===== config.mk =====
export PLATFORM = sky130hd
export DESIGN_NAME = cwd_regs
export DESIGN_NICKNAME = d
export VERILOG_FILES = /design/src/cwd_pkg.sv /design/src/cwd_reply_check.sv /design/src/cwd_regs.sv
export SDC_FILE = /design/constraint.sdc
export NUM_CORES = 1
export LEC_CHECK = 0
export ABC_AREA = 1
export BUFFER_PORTS_ARGS = -buffer_cell sky130_fd_sc_hd__buf_2
export CAP_MARGIN = 15
export CORE_ASPECT_RATIO = 2
export CORE_UTILIZATION = 40
export DETAILED_ROUTE_END_ITERATION = 12
export PLACE_DENSITY_LB_ADDON = 0.12
export SYNTH_ARGS = -nofsm -noshare
export SYNTH_HDL_FRONTEND = slang
export SYNTH_SLANG_ARGS = --single-unit

===== constraint.sdc =====
create_clock -name i_sys_clk -period 4.05 [get_ports i_sys_clk]
set_input_delay 0.81 -clock i_sys_clk [delete_from_list [all_inputs] [get_ports i_sys_clk]]
set_output_delay 0.81 -clock i_sys_clk [all_outputs]
set_load 0.01 [all_outputs]

===== src/cwd_pkg.sv =====
`default_nettype none
package cwd_pkg;
  // Byte offsets on the register bus
  localparam logic [4:0] CWD_OFF_WINDOW = 5'h00;
  localparam logic [4:0] CWD_OFF_SEED = 5'h04;
  localparam logic [4:0] CWD_OFF_REPLY = 5'h08;
  localparam logic [4:0] CWD_OFF_CTRL = 5'h0C;
  localparam logic [4:0] CWD_OFF_STATUS = 5'h10;
  // 16-bit register contents sit in data bits 23:8
  localparam int CWD_FIELD_LSB = 8;
  localparam int CWD_FIELD_W = 16;
  // Window configuration field positions inside the 16-bit value
  localparam int CWD_PERIOD_LSB = 12;
  localparam int CWD_DUTY_LSB = 8;
  localparam int CWD_RECOV_LSB = 0;
  localparam logic [15:0] CWD_WINDOW_RST = 16'h320B;
  localparam logic [15:0] CWD_WINDOW_MASK = 16'hF70F;
  localparam logic [15:0] CWD_SEED_RST = 16'h5AB2;
  localparam logic [15:0] CWD_REPLY_RST = 16'h0000;
  localparam logic [15:0] CWD_SIMPLE_REPLY = 16'h5AB2;
  // Expected challenger reply arithmetic
  localparam logic [15:0] CWD_MUL = 16'h0004;
  localparam logic [15:0] CWD_ADD = 16'h0006;
  localparam logic [15:0] CWD_SUB = 16'h0004;
  localparam logic [15:0] CWD_DIV = 16'h0004;
  // Control and status bits
  localparam int CWD_CTRL_SIMPLE_BIT = 0;
  localparam int CWD_STAT_GOOD_BIT = 0;
  localparam int CWD_STAT_BAD_BIT = 1;
  localparam int CWD_STAT_GCNT_LSB = 8;
  localparam int CWD_STAT_BCNT_LSB = 16;
  localparam logic [1:0] CWD_RESP_OKAY = 2'h0;
  localparam logic [1:0] CWD_RESP_SLVERR = 2'h2;
  typedef enum {CWD_REG_WINDOW, CWD_REG_SEED, CWD_REG_REPLY, CWD_REG_CTRL,
    CWD_REG_STATUS, CWD_REG_NONE} cwd_reg_t;
endpackage
`default_nettype wire


===== src/cwd_reply_check.sv =====
`timescale 1ns/100ps
`default_nettype none
module cwd_reply_check
(
  // Clock and reset
  input wire logic i_sys_clk,
  input wire logic i_rstn,
  // Reply written by software
  input wire logic i_reply_strobe,
  input wire logic [15:0] i_reply_value,
  input wire logic [15:0] i_seed,
  input wire logic i_simple_mode,
  // Classification pulses
  output logic o_good,
  output logic o_bad
);
  import cwd_pkg::*;

  logic good_reg;
  logic good_next;
  logic bad_reg;
  logic bad_next;
  logic [15:0] expected;

  // Challenger answer, every step kept to 16 bits
  function automatic logic [15:0] challenger_answer(input logic [15:0] seed);
    logic [15:0] t;
    t = 16'((seed * CWD_MUL) + CWD_ADD - CWD_SUB);
    return 16'((~t) / CWD_DIV);
  endfunction

  always_comb
  begin
    expected = i_simple_mode ? CWD_SIMPLE_REPLY : challenger_answer(i_seed);
    good_next = i_reply_strobe && (i_reply_value == expected);
    bad_next = i_reply_strobe && (i_reply_value != expected);
  end

  always_ff @(posedge i_sys_clk)
  begin
    if (!i_rstn)
    begin
      good_reg <= 1'b0;
      bad_reg <= 1'b0;
    end
    else
    begin
      good_reg <= good_next;
      bad_reg <= bad_next;
    end
  end

  assign o_good = good_reg;
  assign o_bad = bad_reg;
endmodule
`default_nettype wire


===== src/cwd_regs.sv =====
`timescale 1ns/100ps
`default_nettype none
// What this block does
// Holds a readable, writable 16-bit seed starting from 0x5AB2 at reset.
// Write-only 16-bit reply register in data bits 23:8, cleared at reset.
// Challenger reply is NOT((seed*4+6)-4)/4 on 16 bits.
// Simple mode expects the fixed reply 0x5AB2.
// Every reply write is classed as a good or bad refresh.
module cwd_regs
#(
  parameter int ADDR_W = 5
)
(
  // Clock and reset
  input wire logic i_sys_clk,
  input wire logic i_rstn,
  // AXI4-Lite write address and data
  input wire logic i_s_axi_awvalid,
  output logic o_s_axi_awready,
  input wire logic [ADDR_W-1:0] i_s_axi_awaddr,
  input wire logic [2:0] i_s_axi_awprot,
  input wire logic i_s_axi_wvalid,
  output logic o_s_axi_wready,
  input wire logic [31:0] i_s_axi_wdata,
  input wire logic [3:0] i_s_axi_wstrb,
  // AXI4-Lite write response
  output logic o_s_axi_bvalid,
  input wire logic i_s_axi_bready,
  output logic [1:0] o_s_axi_bresp,
  // AXI4-Lite read
  input wire logic i_s_axi_arvalid,
  output logic o_s_axi_arready,
  input wire logic [ADDR_W-1:0] i_s_axi_araddr,
  input wire logic [2:0] i_s_axi_arprot,
  output logic o_s_axi_rvalid,
  input wire logic i_s_axi_rready,
  output logic [31:0] o_s_axi_rdata,
  output logic [1:0] o_s_axi_rresp,
  // Watchdog configuration and refresh results
  output logic [3:0] o_window_period_sel,
  output logic [2:0] o_window_duty_sel,
  output logic [3:0] o_recovery_window_sel,
  output logic o_refresh_good,
  output logic o_refresh_bad
);
  import cwd_pkg::*;

  if (ADDR_W < 5)
  begin : g_addr_check
    $error("cwd_regs: ADDR_W must be at least 5");
  end

  // Bus channel state
  logic awready_reg, awready_next, wready_reg, wready_next;
  logic aw_held_reg, aw_held_next, w_held_reg, w_held_next;
  logic [ADDR_W-1:0] awaddr_reg, awaddr_next;
  logic [31:0] wdata_reg, wdata_next;
  logic [3:0] wstrb_reg, wstrb_next;
  logic bvalid_reg, bvalid_next;
  logic [1:0] bresp_reg, bresp_next;
  logic arready_reg, arready_next, rvalid_reg, rvalid_next;
  logic [31:0] rdata_reg, rdata_next;
  logic [1:0] rresp_reg, rresp_next;
  // Register state
  logic [15:0] window_reg, window_next;
  logic [15:0] seed_reg, seed_next;
  logic [15:0] reply_reg, reply_next;
  logic simple_reg, simple_next;
  logic last_good_reg, last_good_next, last_bad_reg, last_bad_next;
  logic [7:0] good_cnt_reg, good_cnt_next, bad_cnt_reg, bad_cnt_next;
  logic reply_strobe_reg, reply_strobe_next;
  logic do_write;
  cwd_reg_t wsel;
  cwd_reg_t rsel;
  logic chk_good, chk_bad;

  function automatic cwd_reg_t decode(input logic [ADDR_W-1:0] addr);
    logic [4:0] a;
    a = addr[4:0];
    if ((addr >> 5) != '0 || a[1:0] != 2'h0)
      return CWD_REG_NONE;
    unique case (a)
      CWD_OFF_WINDOW: return CWD_REG_WINDOW;
      CWD_OFF_SEED: return CWD_REG_SEED;
      CWD_OFF_REPLY: return CWD_REG_REPLY;
      CWD_OFF_CTRL: return CWD_REG_CTRL;
      CWD_OFF_STATUS: return CWD_REG_STATUS;
      default: return CWD_REG_NONE;
    endcase
  endfunction

  // Byte-lane merge of a 16-bit field held in data bits 23:8
  function automatic logic [15:0] merge16(input logic [15:0] old, input logic [31:0] d,
    input logic [3:0] s);
    logic [15:0] r;
    r = old;
    for (int b = 0; b < 2; b++)
      if (s[b+1])
        r[b*8 +: 8] = d[CWD_FIELD_LSB + b*8 +: 8];
    return r;
  endfunction

  // Write channel
  always_comb
  begin
    aw_held_next = aw_held_reg;
    w_held_next = w_held_reg;
    awaddr_next = awaddr_reg;
    wdata_next = wdata_reg;
    wstrb_next = wstrb_reg;
    bvalid_next = bvalid_reg;
    bresp_next = bresp_reg;
    do_write = aw_held_reg && w_held_reg && !bvalid_reg;
    wsel = decode(awaddr_reg);
    if (i_s_axi_awvalid && awready_reg)
    begin
      aw_held_next = 1'b1;
      awaddr_next = i_s_axi_awaddr;
    end
    if (i_s_axi_wvalid && wready_reg)
    begin
      w_held_next = 1'b1;
      wdata_next = i_s_axi_wdata;
      wstrb_next = i_s_axi_wstrb;
    end
    if (do_write)
    begin
      aw_held_next = 1'b0;
      w_held_next = 1'b0;
      bvalid_next = 1'b1;
      bresp_next = (wsel == CWD_REG_NONE) ? CWD_RESP_SLVERR : CWD_RESP_OKAY;
    end
    else if (bvalid_reg && i_s_axi_bready)
      bvalid_next = 1'b0;
    awready_next = !aw_held_next && !bvalid_next;
    wready_next = !w_held_next && !bvalid_next;
  end

  // Register file and refresh bookkeeping
  always_comb
  begin
    window_next = window_reg;
    seed_next = seed_reg;
    reply_next = reply_reg;
    simple_next = simple_reg;
    reply_strobe_next = 1'b0;
    last_good_next = last_good_reg;
    last_bad_next = last_bad_reg;
    good_cnt_next = good_cnt_reg;
    bad_cnt_next = bad_cnt_reg;
    if (do_write)
    begin
      unique case (wsel)
        CWD_REG_WINDOW: window_next = merge16(window_reg, wdata_reg, wstrb_reg) & CWD_WINDOW_MASK;
        CWD_REG_SEED: seed_next = merge16(seed_reg, wdata_reg, wstrb_reg);
        CWD_REG_REPLY:
        begin
          reply_next = merge16(reply_reg, wdata_reg, wstrb_reg);
          reply_strobe_next = 1'b1;
        end
        CWD_REG_CTRL:
          if (wstrb_reg[0])
            simple_next = wdata_reg[CWD_CTRL_SIMPLE_BIT];
        CWD_REG_STATUS, CWD_REG_NONE:
        begin
        end
      endcase
    end
    if (chk_good || chk_bad)
    begin
      last_good_next = chk_good;
      last_bad_next = chk_bad;
      good_cnt_next = good_cnt_reg + 8'(chk_good);
      bad_cnt_next = bad_cnt_reg + 8'(chk_bad);
    end
  end

  // Read channel; the reply register reads as zero
  always_comb
  begin
    arready_next = arready_reg;
    rvalid_next = rvalid_reg;
    rdata_next = rdata_reg;
    rresp_next = rresp_reg;
    rsel = decode(i_s_axi_araddr);
    if (i_s_axi_arvalid && arready_reg)
    begin
      arready_next = 1'b0;
      rvalid_next = 1'b1;
      rdata_next = 32'h0000_0000;
      rresp_next = CWD_RESP_OKAY;
      unique case (rsel)
        CWD_REG_WINDOW: rdata_next[CWD_FIELD_LSB +: CWD_FIELD_W] = window_reg;
        CWD_REG_SEED: rdata_next[CWD_FIELD_LSB +: CWD_FIELD_W] = seed_reg;
        CWD_REG_REPLY: rdata_next = 32'h0000_0000;
        CWD_REG_CTRL: rdata_next[CWD_CTRL_SIMPLE_BIT] = simple_reg;
        CWD_REG_STATUS:
        begin
          rdata_next[CWD_STAT_GOOD_BIT] = last_good_reg;
          rdata_next[CWD_STAT_BAD_BIT] = last_bad_reg;
          rdata_next[CWD_STAT_GCNT_LSB +: 8] = good_cnt_reg;
          rdata_next[CWD_STAT_BCNT_LSB +: 8] = bad_cnt_reg;
        end
        CWD_REG_NONE: rresp_next = CWD_RESP_SLVERR;
      endcase
    end
    else if (rvalid_reg && i_s_axi_rready)
    begin
      rvalid_next = 1'b0;
      arready_next = 1'b1;
    end
  end

  always_ff @(posedge i_sys_clk)
  begin
    if (!i_rstn)
    begin
      awready_reg <= 1'b1;
      wready_reg <= 1'b1;
      aw_held_reg <= 1'b0;
      w_held_reg <= 1'b0;
      awaddr_reg <= '0;
      wdata_reg <= 32'h0000_0000;
      wstrb_reg <= 4'h0;
      bvalid_reg <= 1'b0;
      bresp_reg <= CWD_RESP_OKAY;
      arready_reg <= 1'b1;
      rvalid_reg <= 1'b0;
      rdata_reg <= 32'h0000_0000;
      rresp_reg <= CWD_RESP_OKAY;
      window_reg <= CWD_WINDOW_RST;
      seed_reg <= CWD_SEED_RST;
      reply_reg <= CWD_REPLY_RST;
      simple_reg <= 1'b0;
      reply_strobe_reg <= 1'b0;
      last_good_reg <= 1'b0;
      last_bad_reg <= 1'b0;
      good_cnt_reg <= 8'h00;
      bad_cnt_reg <= 8'h00;
    end
    else
    begin
      awready_reg <= awready_next;
      wready_reg <= wready_next;
      aw_held_reg <= aw_held_next;
      w_held_reg <= w_held_next;
      awaddr_reg <= awaddr_next;
      wdata_reg <= wdata_next;
      wstrb_reg <= wstrb_next;
      bvalid_reg <= bvalid_next;
      bresp_reg <= bresp_next;
      arready_reg <= arready_next;
      rvalid_reg <= rvalid_next;
      rdata_reg <= rdata_next;
      rresp_reg <= rresp_next;
      window_reg <= window_next;
      seed_reg <= seed_next;
      reply_reg <= reply_next;
      simple_reg <= simple_next;
      reply_strobe_reg <= reply_strobe_next;
      last_good_reg <= last_good_next;
      last_bad_reg <= last_bad_next;
      good_cnt_reg <= good_cnt_next;
      bad_cnt_reg <= bad_cnt_next;
    end
  end

  cwd_reply_check u_check
  (
    .i_sys_clk(i_sys_clk),
    .i_rstn(i_rstn),
    .i_reply_strobe(reply_strobe_reg),
    .i_reply_value(reply_reg),
    .i_seed(seed_reg),
    .i_simple_mode(simple_reg),
    .o_good(chk_good),
    .o_bad(chk_bad)
  );

  assign o_s_axi_awready = awready_reg;
  assign o_s_axi_wready = wready_reg;
  assign o_s_axi_bvalid = bvalid_reg;
  assign o_s_axi_bresp = bresp_reg;
  assign o_s_axi_arready = arready_reg;
  assign o_s_axi_rvalid = rvalid_reg;
  assign o_s_axi_rdata = rdata_reg;
  assign o_s_axi_rresp = rresp_reg;
  assign o_window_period_sel = window_reg[CWD_PERIOD_LSB +: 4];
  assign o_window_duty_sel = window_reg[CWD_DUTY_LSB +: 3];
  assign o_recovery_window_sel = window_reg[CWD_RECOV_LSB +: 4];
  assign o_refresh_good = chk_good;
  assign o_refresh_bad = chk_bad;
endmodule
`default_nettype wire


==> results.py <==
metrics = {
    "status": {
        "outcome": "completed",
    },
    "power_and_ir_drop": {
        "p_sw_uw": 675,
        "power.total_uw": 2910,
        "combPwrFrac_pct": 6.4,
        "p_per_area_nw_per_um2": 479,
        "netSwitchingFraction_pct": 23.2,
        "power_frac_clock_pct": 52.2,
        "p_seq_share_pct": 41.4,
        "p_leak_uw": 0.00268,
        "p_int_uw": 2240,
        "peakVddDrop_uv": 318,
    },
    "clock_network": {
        "clk_path_buf_depth": 2,
        "clock-sinks": 117,
        "numCtsBuffers": 17,
        "clock-root-buffer": "clkbuf_16",
        "holdBufCountCts": 0,
        "postCtsResizedCells": 0,
        "cts_tree": "yes",
        "insertion_delay_ps": 410,
        "clkTransAtPathRegs_ps": 50,
        "post_cts_buffers": 0,
        "cts_htree_levels": 4,
    },
    "placement": {
        "dp_hpwl_um": 8890,
        "portBuffers": 74,
        "gp_congestion": 0.770,
    },
    "setup_path": {
        "reg2reg_depth": 7,
        "crit_chain": "inv_2 > nand3_1 > nand2_1 > nor2_1 > nand2_1 > nor2_1 > a21oi_1",
        "reg2reg_slack_ps": 2180,
        "max_stage_delay_ps": 730,
        "r2r-end": "u_check.o_bad",
        "cp_max_fo": 17,
        "worst_path_max_delay_cell": "dfxtp_1",
        "required_ps": 4330,
        "startpoint_type": "flop",
        "endpoint_kind": "flop",
        "timing.rr.start": "simple_reg",
        "path_class": "flop to flop",
        "crit_arrival_ps": 2160,
    },
    "timing": {
        "worst_slew_pin_slew_ps": 643,
        "rsz0062_at_grt": "false",
        "relSlewSlack_pct": 57.1,
        "fin_tns_setup_ps": 0,
        "fin_worst_skew_ps": 8.07,
        "setup_viol": 0,
        "hold_violations": 0,
        "fmax_mhz": 533,
        "min_period_over_period_pct": 46.3,
        "fin_crit_ps": 1870,
        "slew_violations": 0,
    },
    "detailed_routing": {
        "vias": 4476,
        "via_per_inst": 4.86,
        "finalWirelength_um": 11900,
        "firstDrtPassIters": 4,
        "drt_iter0_markers": 184,
        "drc": 0,
        "wl_per_cell_um": 13.0,
        "ant_nets": 0,
    },
    "global_route": {
        "grt.met1_usage_pct": 20.3,
        "grt_max_degree": 50,
        "first_global_vias": 4089,
        "grtUsageTotal_pct": 19.4,
        "top_usage_layer": "met2",
        "grtUsageMet2_pct": 35.1,
        "grtUsageMet3_pct": 5.04,
        "grt_remaining_overflow": 0,
        "antenna_found_initial": 0,
        "grt_pass1_wl_um": 19200,
    },
    "floorplan": {
        "die_w_um": 82.3,
        "rows": 58,
        "initial_core_util_pct": 41.1,
        "die_area_sq_um": 13400,
        "dieHeight_um": 163,
        "core_area_sq_um": 12600,
        "ios": 113,
    },
    "logic_synthesis": {
        "synth.distinct_cells": 32,
        "netlist_instances": 692,
        "synth_warnings": 0,
        "syn_avg_cell_area_sq_um": 7.45,
        "ys_seq_area_share_pct": 45.4,
        "ys_ff_latch": 117,
        "syn_area_sq_um": 5160,
    },
    "job": {
        "maxCapViolations": 0,
    },
    "final_layout": {
        "antennaDiodeCount": 0,
        "largest_reg_flops": 18,
        "n_fill_cell": 1292,
        "syn_to_final_growth_pct": 17.9,
        "fin_nets": 821,
        "drive_above_1_share_pct": 17.8,
        "final_cell_mix": "150 x nand2_1, 117 x dfxtp_1, 83 x a21oi_1, 74 x buf_2, 73 x o21ai_0",
        "final_common_cell": "nand2_1",
    },
    "worst_hold_path": {
        "min_to": "wdata_reg[0]",
        "worstHoldStart": "wdata_reg[0]",
        "min-delay-path-class": "flop to flop",
        "min_path_cells": 2,
    },
}
[per-stage QoR]
| step | worst slack [ps] | utilization [%] | hold WS [ps] | instance area, sq um | cells |
|---|---|---|---|---|---|
| floorplan | 2420 | - | 424 | 5220 | 707 |
| global placement | 1770 | 43.6 | 441 | 5480 | 889 |
| detailed placement | 1730 | 43.6 | 440 | 5480 | 889 |
| CTS | 2140 | 48.5 | 450 | 6080 | 921 |
| global route | 1990 | 48.5 | 476 | 6080 | 921 |
| finish | 2180 | 48.5 | 449 | 6080 | 921 |
[power groups by stage]
stage,Combinational [uW],Clock (uW),Sequential [uW]
final,186,1520,1210
after floorplan,141,0,1230
after CTS,190,1550,1210
after detailed placement,189,0,1230
after global placement,185,0,1230
after global routing,213,1600,1210
[worst max-delay path by stage]
stage,from,to,slack [ps],cells past startpoint
floorplan,i_rstn,seed_reg[4],2420,4
global placement,i_rstn,o_s_axi_wready,1770,4
detailed placement,i_rstn,o_s_axi_wready,1730,4
CTS,simple_reg,u_check.o_bad,2140,7
global route,simple_reg,u_check.o_good,1990,8
finish,simple_reg,u_check.o_bad,2180,7
[per-layer routing]
layer  up-vias  routed length (um)  share of wire [%]
met5         -                   0                  0
met4         0                 211                1.8
met3        16                 504                4.2
met2       101                6450                 54
met1      2004                4760                 40
li1       2355                   -                  -
[cell families after synthesis]
kind of cell             after synthesis  synth area share [%]
AND/OR/NAND/NOR                      276                  24.1
adder cells (fa/ha/maj)                4                 0.970
other                                  1                0.0727
AO/OA/AOI/OAI                        177                  18.0
buffers and inverters                117                  11.4
flip-flops                           117                  45.4
[layout make-up]
class                      instances  area (sq um)  area share, %
inverter                          72           270           4.44
sequential                       117          2340           38.5
tap                              150           188           3.08
clock inverter                    13           156           2.57
timing repair buffer              77           393           6.46
multi-input combinational        473          2280           37.5
clock buffer                      19           453           7.44
[cell usage after synthesis]
cell type | instances | share of area (%)
o211ai_1 | 13 | 1.9
nor3_1 | 4 | 0.39
buf_4 | 17 | 2.5
nand2_2 | 1 | 0.12
and3_1 | 1 | 0.12
nand3_4 | 1 | 0.34
nand4_1 | 4 | 0.49
nand2_1 | 150 | 11
dfxtp_1 | 117 | 45
inv_2 | 8 | 0.58
a21oi_1 | 83 | 8.1
nand3b_1 | 2 | 0.29
nor2_8 | 1 | 0.39
buf_1 | 2 | 0.15
nor2_1 | 58 | 4.2
inv_1 | 64 | 4.7
clkbuf_1 | 12 | 0.87
nand4_2 | 1 | 0.24
buf_2 | 4 | 0.39
nand3_1 | 37 | 3.6
a211oi_1 | 1 | 0.15
o21ai_1 | 4 | 0.39
clkbuf_8 | 3 | 0.80
conb_1 | 1 | 0.073
o21ai_0 | 73 | 7.1
nor2_4 | 8 | 1.7
ha_1 | 4 | 0.97
nor2_2 | 6 | 0.73
nand4_4 | 1 | 0.41
o21bai_1 | 3 | 0.44
or2_2 | 1 | 0.12
buf_6 | 7 | 1.5
[worst max-delay path: cells and delay by family (launching register included)]
kind | cells | cell delay [ps]
flip-flops | 1 | 730
AND/OR/NAND/NOR | 5 | 610
buffers and inverters | 1 | 300
AO/OA/AOI/OAI | 1 | 110
No activity file was read; power rests on OpenSTA's default activity.
